[src/ersi_pkg.sv]
package ersi_pkg;
   // synchronised input vector layout
   // nine single pins plus the two-bit relay C jumper
   localparam int IN_W = 11;
   localparam int POS_CLK_ONE = 0;
   localparam int POS_CLK_TWO = 1;
   localparam int POS_SWITCH = 2;
   localparam int POS_PPS = 3;
   localparam int POS_TEN_MHZ = 4;
   localparam int POS_NOTIFY = 5;
   localparam int POS_INIT_DONE = 6;
   localparam int POS_SEL_A = 7;
   localparam int POS_SEL_B = 8;
   localparam int POS_SEL_C = 9;
   localparam int SEL_C_W = 2;
   localparam int RAW_RESET = 0;

   // relay C jumper codes
   localparam logic [1:0] SEL_C_SWITCH = 2'h0;
   localparam logic [1:0] SEL_C_TEN_MHZ = 2'h1;
   localparam logic [1:0] SEL_C_NOTIFY = 2'h2;

   // lamp colours as {red, green, blue}
   localparam logic [2:0] LAMP_OFF = 3'h0;
   localparam logic [2:0] LAMP_BLUE = 3'h1;
   localparam logic [2:0] LAMP_GREEN = 3'h2;
   localparam logic [2:0] LAMP_RED = 3'h4;
   localparam logic [2:0] LAMP_YELLOW = 3'h6;

   // boot step timing
   localparam int CLK_PERIOD_PS = 5000;
   localparam longint BOOT_STEP_PS = 64'h0000_00E8_D4A5_1000;
   localparam int BOOT_STEP_CYCLES = int'(BOOT_STEP_PS / CLK_PERIOD_PS);
   localparam int CNT_W = 28;
   localparam logic [CNT_W-1:0] CNT_RESET = 28'h000_0000;
   localparam logic [1:0] STEP_RESET = 2'h0;
   localparam logic [1:0] STEP_LAST = 2'h3;

   typedef enum logic [1:0] {PH_INIT, PH_BOOT, PH_NORMAL} ersi_phase_t;
endpackage

[src/ersi_sync_if.sv]
`timescale 1ns/1ps
interface ersi_sync_if;
   logic [ersi_pkg::IN_W-1:0] raw;
   logic [ersi_pkg::IN_W-1:0] synced;
   modport bank (input raw, output synced);
   modport user (output raw, input synced);
endinterface

[src/ersi_sync_bank.sv]
`timescale 1ns/1ps
module ersi_sync_bank (
   input wire ref_clk,
   input wire sys_rst,
   input wire clkEn,
   ersi_sync_if.bank port
);
   logic [ersi_pkg::IN_W-1:0] stageOne_reg;
   logic [ersi_pkg::IN_W-1:0] stageTwo_reg;
   logic [ersi_pkg::IN_W-1:0] stageOne_next;
   logic [ersi_pkg::IN_W-1:0] stageTwo_next;

   // two flops per pin; first stage feeds only the second
   genvar i;
   generate
      for (i = 0; i < ersi_pkg::IN_W; i++) begin : g_bit
         always_comb begin
            stageOne_next[i] = clkEn ? port.raw[i] : stageOne_reg[i];
            stageTwo_next[i] = clkEn ? stageOne_reg[i] : stageTwo_reg[i];
         end
         always_ff @(posedge ref_clk or posedge sys_rst) begin
            if (sys_rst) begin
               stageOne_reg[i] <= 1'b0;
               stageTwo_reg[i] <= 1'b0;
            end else begin
               stageOne_reg[i] <= stageOne_next[i];
               stageTwo_reg[i] <= stageTwo_next[i];
            end
         end
      end
   endgenerate

   assign port.synced = stageTwo_reg;
endmodule

[src/ersi_error_relay.sv]
// Contract
// - relay open while source synchronous
// - relay closed on source error
// - default jumpers: clock1-A, clock2-B, switch-C
// - jumpers pick each relay's source
// - boot: lamps red, yellow, green, off, 1s each
// - normal: lamp A green, red on clock1 error
// - normal: lamp B green, red on clock2 error
// - normal: lamp C green, red on notification error
`timescale 1ns/1ps
module ersi_error_relay #(
   parameter int BOOT_STEP_CYCLES = ersi_pkg::BOOT_STEP_CYCLES
) (
   input wire ref_clk,
   input wire sys_rst,
   input wire clkEn,
   input wire clockOneSync,
   input wire clockTwoSync,
   input wire switchUnitOk,
   input wire ppsOk,
   input wire tenMhzOk,
   input wire notifyErr,
   input wire initDone,
   input wire relaySelA,
   input wire relaySelB,
   input wire [1:0] relaySelC,
   output logic relayAFault,
   output logic relayBFault,
   output logic relayCFault,
   output logic [2:0] statusLamp,
   output logic [2:0] lampA,
   output logic [2:0] lampB,
   output logic [2:0] lampC
);
   localparam logic [ersi_pkg::CNT_W-1:0] STEP_END = ersi_pkg::CNT_W'(BOOT_STEP_CYCLES - 1);

   ersi_sync_if syncIf ();

   // pins enter through the synchroniser bank
   assign syncIf.raw = {relaySelC, relaySelB, relaySelA, initDone, notifyErr,
                        tenMhzOk, ppsOk, switchUnitOk, clockTwoSync, clockOneSync};

   ersi_sync_bank u_sync (
      .ref_clk(ref_clk),
      .sys_rst(sys_rst),
      .clkEn(clkEn),
      .port(syncIf.bank)
   );

   logic clkOneOk;
   logic clkTwoOk;
   logic switchOk;
   logic ppsGood;
   logic tenGood;
   logic notifyBad;
   logic initSeen;
   logic selA;
   logic selB;
   logic [1:0] selC;

   assign clkOneOk = syncIf.synced[ersi_pkg::POS_CLK_ONE];
   assign clkTwoOk = syncIf.synced[ersi_pkg::POS_CLK_TWO];
   assign switchOk = syncIf.synced[ersi_pkg::POS_SWITCH];
   assign ppsGood = syncIf.synced[ersi_pkg::POS_PPS];
   assign tenGood = syncIf.synced[ersi_pkg::POS_TEN_MHZ];
   assign notifyBad = syncIf.synced[ersi_pkg::POS_NOTIFY];
   assign initSeen = syncIf.synced[ersi_pkg::POS_INIT_DONE];
   assign selA = syncIf.synced[ersi_pkg::POS_SEL_A];
   assign selB = syncIf.synced[ersi_pkg::POS_SEL_B];
   assign selC = syncIf.synced[ersi_pkg::POS_SEL_C +: ersi_pkg::SEL_C_W];

   ersi_pkg::ersi_phase_t phase_reg, phase_next;
   logic [ersi_pkg::CNT_W-1:0] cnt_reg, cnt_next;
   logic [1:0] step_reg, step_next;
   logic relayA_reg, relayA_next;
   logic relayB_reg, relayB_next;
   logic relayC_reg, relayC_next;
   logic [2:0] status_reg, status_next;
   logic [2:0] lampA_reg, lampA_next;
   logic [2:0] lampB_reg, lampB_next;
   logic [2:0] lampC_reg, lampC_next;
   logic [2:0] bootColour;
   logic stepDone;

   assign stepDone = (cnt_reg == STEP_END);

   // phase sequencer, relay source muxes and lamp colours
   always_comb begin
      phase_next = phase_reg;
      cnt_next = cnt_reg;
      step_next = step_reg;
      unique case (step_reg)
         2'h0: bootColour = ersi_pkg::LAMP_RED;
         2'h1: bootColour = ersi_pkg::LAMP_YELLOW;
         2'h2: bootColour = ersi_pkg::LAMP_GREEN;
         2'h3: bootColour = ersi_pkg::LAMP_OFF;
      endcase
      unique case (phase_reg)
         ersi_pkg::PH_INIT: begin
            if (initSeen) begin
               phase_next = ersi_pkg::PH_BOOT;
               cnt_next = ersi_pkg::CNT_RESET;
               step_next = ersi_pkg::STEP_RESET;
            end
         end
         ersi_pkg::PH_BOOT: begin
            // each colour held for one second
            if (stepDone) begin
               cnt_next = ersi_pkg::CNT_RESET;
               step_next = step_reg + 2'h1;
               if (step_reg == ersi_pkg::STEP_LAST) begin
                  phase_next = ersi_pkg::PH_NORMAL;
               end
            end else begin
               cnt_next = cnt_reg + ersi_pkg::CNT_W'(1);
            end
         end
         ersi_pkg::PH_NORMAL: begin
            cnt_next = cnt_reg;
         end
         default: begin
            phase_next = ersi_pkg::PH_INIT;
         end
      endcase

      // relays track their source in every phase; fault high means closed contact
      relayA_next = selA ? notifyBad : !clkOneOk;
      relayB_next = selB ? !ppsGood : !clkTwoOk;
      unique case (selC)
         ersi_pkg::SEL_C_TEN_MHZ: relayC_next = !tenGood;
         ersi_pkg::SEL_C_NOTIFY: relayC_next = notifyBad;
         default: relayC_next = !switchOk; // unused code falls back to default wiring
      endcase

      unique case (phase_reg)
         ersi_pkg::PH_BOOT: begin
            status_next = ersi_pkg::LAMP_BLUE;
            lampA_next = bootColour;
            lampB_next = bootColour;
            lampC_next = bootColour;
         end
         ersi_pkg::PH_NORMAL: begin
            status_next = ersi_pkg::LAMP_GREEN;
            lampA_next = clkOneOk ? ersi_pkg::LAMP_GREEN : ersi_pkg::LAMP_RED;
            lampB_next = clkTwoOk ? ersi_pkg::LAMP_GREEN : ersi_pkg::LAMP_RED;
            lampC_next = notifyBad ? ersi_pkg::LAMP_RED : ersi_pkg::LAMP_GREEN;
         end
         default: begin
            status_next = ersi_pkg::LAMP_BLUE;
            lampA_next = ersi_pkg::LAMP_OFF;
            lampB_next = ersi_pkg::LAMP_OFF;
            lampC_next = ersi_pkg::LAMP_OFF;
         end
      endcase
   end

   // registers; clock enable freezes everything
   always_ff @(posedge ref_clk or posedge sys_rst) begin
      if (sys_rst) begin
         phase_reg <= ersi_pkg::PH_INIT;
         cnt_reg <= ersi_pkg::CNT_RESET;
         step_reg <= ersi_pkg::STEP_RESET;
         relayA_reg <= 1'b1; // safe side: fault until a source is seen
         relayB_reg <= 1'b1;
         relayC_reg <= 1'b1;
         status_reg <= ersi_pkg::LAMP_BLUE;
         lampA_reg <= ersi_pkg::LAMP_OFF;
         lampB_reg <= ersi_pkg::LAMP_OFF;
         lampC_reg <= ersi_pkg::LAMP_OFF;
      end else if (clkEn) begin
         phase_reg <= phase_next;
         cnt_reg <= cnt_next;
         step_reg <= step_next;
         relayA_reg <= relayA_next;
         relayB_reg <= relayB_next;
         relayC_reg <= relayC_next;
         status_reg <= status_next;
         lampA_reg <= lampA_next;
         lampB_reg <= lampB_next;
         lampC_reg <= lampC_next;
      end
   end

   assign relayAFault = relayA_reg;
   assign relayBFault = relayB_reg;
   assign relayCFault = relayC_reg;
   assign statusLamp = status_reg;
   assign lampA = lampA_reg;
   assign lampB = lampB_reg;
   assign lampC = lampC_reg;
endmodule

[config.mk]
export PLATFORM = sky130hd
export DESIGN_NAME = ersi_error_relay
export DESIGN_NICKNAME = d
export VERILOG_FILES = /design/src/ersi_pkg.sv /design/src/ersi_sync_if.sv /design/src/ersi_sync_bank.sv /design/src/ersi_error_relay.sv
export SDC_FILE = /design/constraint.sdc
export NUM_CORES = 1
export LEC_CHECK = 0
export BUFFER_PORTS_ARGS = -buffer_cell sky130_fd_sc_hd__buf_4
export CAP_MARGIN = 25
export CORE_AREA = 4 4 82 84
export CTS_CLUSTER_DIAMETER = 200
export CTS_CLUSTER_SIZE = 14
export DETAILED_ROUTE_END_ITERATION = 10
export DIE_AREA = 0 0 86 88
export GPL_TIMING_DRIVEN = 0
export HOLD_SLACK_MARGIN = 0.05
export PLACE_DENSITY = 0.73
export RECOVER_POWER = 50
export SKIP_CTS_REPAIR_TIMING = 1
export SYNTH_ARGS = -nofsm -noshare
export SYNTH_HDL_FRONTEND = slang
export SYNTH_SLANG_ARGS = --single-unit
[constraint.sdc]
create_clock -name ref_clk -period 4.9 [get_ports ref_clk]
set_input_delay 1.225 -clock ref_clk [delete_from_list [all_inputs] [get_ports ref_clk]]
set_output_delay 1.225 -clock ref_clk [all_outputs]
set_load 0.02 [all_outputs]
Word-level counts from Yosys, hierarchy flattened
Index checks and enable logic that the tools add are counted.
W data, S select, Z words.
- flip-flop bits (word level): 69
- bits in latches: 0
- memory bits (writable): 0
- memory bits (read-only): 0
- input port bits: 14
- output and inout bits: 15
- word-level logic and storage cells: 78
- memories kept: 0
- add/subtract/negate cells: 2
- $mul: 0
- div/mod/pow operators: 0
- $lt $le $gt $ge: 0
- equal/unequal tests: 11
- shifts and indexed selects: 0
- multiplexer cells: 21
- bitwise gates (word level): 1
- reductions and logical operators: 11
- operator list (operator ; number):
    $mux W28 ; 2
    $pmux W28 S2 ; 1
    $add A28 B1 Y28 const B ; 1
    $eq A28 B28 Y1 const B ; 1
    $pmux W3 S2 ; 3
    $mux W2 ; 6
    $pmux W3 S4 ; 1
    $mux W3 ; 3
    $eq A2 B2 Y1 const B ; 4
    $eq A2 B1 Y1 const B ; 3
    $pmux W2 S3 ; 1
    $logic_not A1 Y1 ; 5
    $reduce_and A5 Y1 ; 1
    $logic_not A2 Y1 ; 2
    $ne A2 B2 Y1 const B ; 2
    $pmux W2 S2 ; 1
    $reduce_and A4 Y1 ; 1
    $reduce_and A3 Y1 ; 1
    $add A2 B1 Y2 const B ; 1
    $mux W1 ; 2
    $ne A2 B1 Y1 const B ; 1
    $pmux W1 S2 ; 1
    $reduce_bool A2 Y1 ; 1
    $not A1 Y1 ; 1

Depth between registers and ports, before layout
- word-level depth: 4
- gate-level depth with buffers: 9

Modules after synthesis
Synthesis repeated with hierarchy kept, for this count alone.
- cell total of the unflattened synthesis: 302
- area total of the unflattened synthesis: 3188.1 sq um
- by module, submodules not included (module ; times used ; cells each ; area an instance (sq um) ; seq. area each (sq um)):
    ersi_error_relay ; 1 ; 255 ; 2363.5 ; 1081.0
    ersi_sync_bank ; 1 ; 47 ; 824.5 ; 550.5

Worst setup path before layout
OpenSTA, ideal clock, no wires.
- path kind: input port to flip-flop
- start: input port clkEn
- end: register cnt_reg[19] (netlist bit)
- library setup time: 0.118 ns
- arrival time: 2.363 ns
- setup slack: 2.419 ns
- stages: 6
- buffers on the path: 1
- cell sequence: clkbuf_1 -> nand4_1 -> nor4b_2 -> nand4_1 -> xor2_1 -> nor2_1
- longest elaborated chain between the ends: 1
- ends and longest elaborated chain (item ; line ; text):
    start, declared ; ersi_error_relay.sv:16 ; input wire clkEn,
    $reduce_and A3 Y1 (no source line) ; n/a ;
    end signal, assigned ; ersi_error_relay.sv:161 ; cnt_reg <= ersi_pkg::CNT_RESET;
    end signal, assigned ; ersi_error_relay.sv:172 ; cnt_reg <= cnt_next;
    end, declared ; ersi_error_relay.sv:73 ; logic [ersi_pkg::CNT_W-1:0] cnt_reg, cnt_next;
Every way passes these cells.
A chain may end at the register's enable or synchronous reset.

Worst setup path after layout
Same ends and word-level chain as after synthesis.

==> metrics.md <==
| Metric | Value |
|---|---|
| Number of library cell types mapped by synthesis | 44 |
| Critical path class | primary input to flip-flop |
| Placer's final routability congestion estimate | around 0.78 |
| Layout net count | 365 |
| Primary FF master, synth | sky130_fd_sc_hd__dfrtp_1 |
| Post-route fraction of the period consumed by the critical path | 52.04% |
| Delay of the slowest cell on the worst path | about 660 ps |
| Setup violation total in the final timing report | 0 |
| Capturing element type of the critical path | flip-flop |
| Family with the most delay on the worst path | simple AND/OR/NAND/NOR gates |
| Yosys top cell area share | 47.29% |
| Max Clock Skew | around 11 ps |
| Met2 WL post-DR | 2984 um |
| Area inside the core boundary | around 0.0059 mm^2 |
| Worst setup timing slack at the placement stage | 1979 ps |
| Post-Layout Inst Area | approximately 0.0037 mm^2 |
| Violation count after the first detailed-routing iteration | 99 |
| Flip-flop count of the largest register, all copies and words added | 28 |
| DR WL met3 | roughly 280 um |
| CP arrival | 2830 ps |
| Overall die area | roughly 0.0076 mm^2 |
| Timing-limited maximum frequency | about 0.39 GHz |
| Number of max-capacitance violations reported | 0 |
| Dpl cell area | around 0.0035 mm^2 |
| 1st-pass router iterations | 4 |
| Portion of total power attributed to sequential cells | between 50% and 60% |
| Average via count per standard cell | 5.490 |
| Relative slew slack | between 10% and 20% |
| Internal Pwr Total | 843.0 uW |
| Cell count of the worst hold path | 2 |
| Startpoint class of the critical path | primary input |
| Final hold violation count | 0 |
| Number of levels in the clock H-tree | 3 |
| Longest Clk Path Bufs | 2 |
| Clock latency on the worst-skew pair | ~350 ps |
| Sequential fraction of the synthesis area | roughly 51% |
| Post-layout min period | about 2600 ps |
| Status | finished clean |
| Peak supply drop | 0.0002601 V |
| Crit path depth | 6 |
| Core Util, Final | 62.47% |
| Smallest setup slack after layout | between 2000 and 2500 ps |
| CP max stage cell | sky130_fd_sc_hd__nor4b_2 |
| Net Sw Frac | between 20% and 30% |
| Overall overflow remaining after global route | 0 |
| Length of routed wiring on met1 | between 2000 and 3000 um |
| Height of the die | approximately 88 um |
| Cell repeated most along the worst path | sky130_fd_sc_hd__nand4_1 |
| CTS Sinks | 65 |
| All-layer global routing usage | a little under a fifth |
| Crit path max fanout | 10 |
| Antenna Violating Nets Remaining | 0 |
| Mean cell area of the mapped netlist | approximately 11 um^2 |
| Unrepaired setup endpoints after global routing | false |
| Worst hold margin | between 400 and 500 ps |
| Post-route DRC violation count | 0 |
| Worst path required time | 5180 ps |
| Clock tree from TritonCTS | built |
| Layout area overhead | 14.57% |
| Proportion of power drawn by combinational gates | between 10% and 20% |
| Standard-cell row count | 28 |
| Largest net degree at the start of global routing | 36 |
| Number of buffers added by the clock tree synthesis step | 9 |
| Worst slew pin tran | around 1200 ps |
| Slew Viols, Final | 0 |
| Count of buffers inserted at the top-level ports | 23 |
| Post-Synthesis Cell Area | approximately 0.0032 mm^2 |
| Async set or reset register ratio after synthesis | 100.0% |
| Average wire length per cell after detail routing | roughly 15 um |
| Worst hold path class | flip-flop to flip-flop |
| X dimension of the die | roughly 86 um |
| Clk network pwr share | a little over a third |
| Initial antenna violation count | 0 |
| Cell depth of the worst flop-to-flop path | 8 |
| Biggest area contributors in the synthesized netlist | sky130_fd_sc_hd__dfrtp_1, sky130_fd_sc_hd__mux2_2, sky130_fd_sc_hd__ha_1, sky130_fd_sc_hd__dfstp_2, sky130_fd_sc_hd__xnor2_1 |
| Cell Chain, Critical Path | clkbuf_1, nand4_1, nor4b_2, nand4_1, xor2_1, nor2_1 |
| Switch Pwr | about 290 uW |
| Cell type with the largest total area after synthesis | sky130_fd_sc_hd__dfrtp_1 |
| Clock transition at the registers of the reported paths | around 70 ps |
| Root Buffer Master | sky130_fd_sc_hd__clkbuf_8 |
| Synthesis-stage register bit count | 65 |
| Half-perimeter wire length of the detailed placement result | 4349 um |
| Cell count after synthesis | slightly above 300 |
| Total power per unit cell area | approximately 300 mW/mm^2 |
| Leading cell type by number of instances after synthesis | sky130_fd_sc_hd__dfrtp_1 |
| Vias in the first global route | ~2300 |
| Layout cell share with drive strength beyond 1 | between 20 and 25% |
| Sum Neg Setup Slack | 0 ps |
| First-pass GRT wire length | ~11000 um |
| Effective utilization at floorplan | roughly 55% |
| Leakage component of the power | around 1.7 nW |
| Synth warnings | 0 |
| Number of enable flip-flop cells after synthesis | 0 |
| Antenna diode count | 0 |
| Detailed Route WL | roughly 6200 um |
| DR top layer | met4 |
| Number of buffers and inverters on the critical path | 1 |
| Detailed-route via count | roughly 2300 |
| I/O pins | 29 |
| Top cell types by occurrence after synthesis | sky130_fd_sc_hd__dfrtp_1, sky130_fd_sc_hd__nand2_1, sky130_fd_sc_hd__nor2_1 |
## stage by stage
stage / cells / power [mW]
detailed placement: 405 / 0.7327
floorplan: 306 / 0.6834
finish: 420 / 1.129
global placement: 404 / 0.7267
global route: 420 / 1.180
CTS: 420 / 1.137
## path summary, 6_finish.rpt
check                              startpoint  slack, ps       endpoint
min in group asynchronous             sys_rst       1210    cnt_reg[16]
worst min-delay path            statusLamp[0]        470  statusLamp[0]
worst max-delay path                    clkEn       2350    cnt_reg[19]
max in group asynchronous             sys_rst       2840    relayBFault
worst min register to register  statusLamp[0]        470  statusLamp[0]
worst max register to register   phase_reg[1]       2510    cnt_reg[19]
## power groups by stage
stage | clock, mW | sequential [mW] | combinational, mW
6_report | 0.407 | 0.597 | 0.125
3_5_place_dp | 0 | 0.606 | 0.126
2_1_floorplan | 0 | 0.619 | 0.0640
4_1_cts | 0.413 | 0.597 | 0.128
3_3_place_gp | 0 | 0.606 | 0.120
5_1_grt | 0.439 | 0.601 | 0.140
## cell families after synthesis
logic type,share of synthesized area (%)
xor gates and xnor gates,5.697
and+or+nand+nor,18.84
muxes,8.605
AOI/OAI and AO/OA,7.442
adders and majority gates,3.876
other,0.1162
DFF,50.54
buffers and inverters,4.884
## layout make-up
type | instances | area (um^2)
Multi-Input combinational cell | 207 | 1450
Clock buffer | 12 | 155.1
Tap cell | 75 | 93.84
Clock inverter | 3 | 17.52
Inverter | 20 | 75.07
Buffer | 14 | 82.58
Fill cell | 502 | 2222
Sequential cell | 65 | 1632
Timing Repair Buffer | 24 | 192.7
## tightest hold or removal path: cells and delay by family (launching register included)
| family | cells | cell delay, ps |
|---|---|---|
| flip-flops | 1 | 370 |
| buffers and inverters | 1 | 40 |
| multiplexers | 1 | 50 |
## per-layer routing
metal | GRT usage, % | vias to the layer above
met5 | 0 | -
met4 | 8.489 | 0
met3 | 6.303 | 13
met2 | 29.57 | 34
met1 | 22.87 | 1127
li1 | - | 1132
## cell usage in the layout, fill, tap and decap left out, types with 3 or more instances in the layout
cell type / netlist / routed
sky130_fd_sc_hd__nor4_1: 6 / 6
sky130_fd_sc_hd__clkbuf_8: 0 / 11
sky130_fd_sc_hd__nand3_1: 13 / 13
sky130_fd_sc_hd__mux2_2: 21 / 21
sky130_fd_sc_hd__nand4_1: 11 / 11
sky130_fd_sc_hd__dfstp_2: 4 / 4
sky130_fd_sc_hd__xnor2_1: 11 / 11
sky130_fd_sc_hd__and4_1: 3 / 3
sky130_fd_sc_hd__inv_1: 20 / 20
sky130_fd_sc_hd__and3_1: 6 / 6
sky130_fd_sc_hd__mux2i_1: 3 / 3
sky130_fd_sc_hd__o22ai_1: 7 / 7
sky130_fd_sc_hd__ha_1: 10 / 10
sky130_fd_sc_hd__nand2_1: 23 / 23
sky130_fd_sc_hd__dfrtp_1: 61 / 61
sky130_fd_sc_hd__conb_1: 1 / 4
sky130_fd_sc_hd__o21ai_0: 13 / 13
sky130_fd_sc_hd__clkbuf_1: 6 / 7
sky130_fd_sc_hd__nor2_1: 22 / 22
sky130_fd_sc_hd__a21oi_1: 10 / 10
sky130_fd_sc_hd__xor2_1: 10 / 10
sky130_fd_sc_hd__nor3_1: 4 / 4
sky130_fd_sc_hd__and2_1: 4 / 4
sky130_fd_sc_hd__buf_4: 4 / 26
Note: power is estimated with default switching activity, not from simulation.
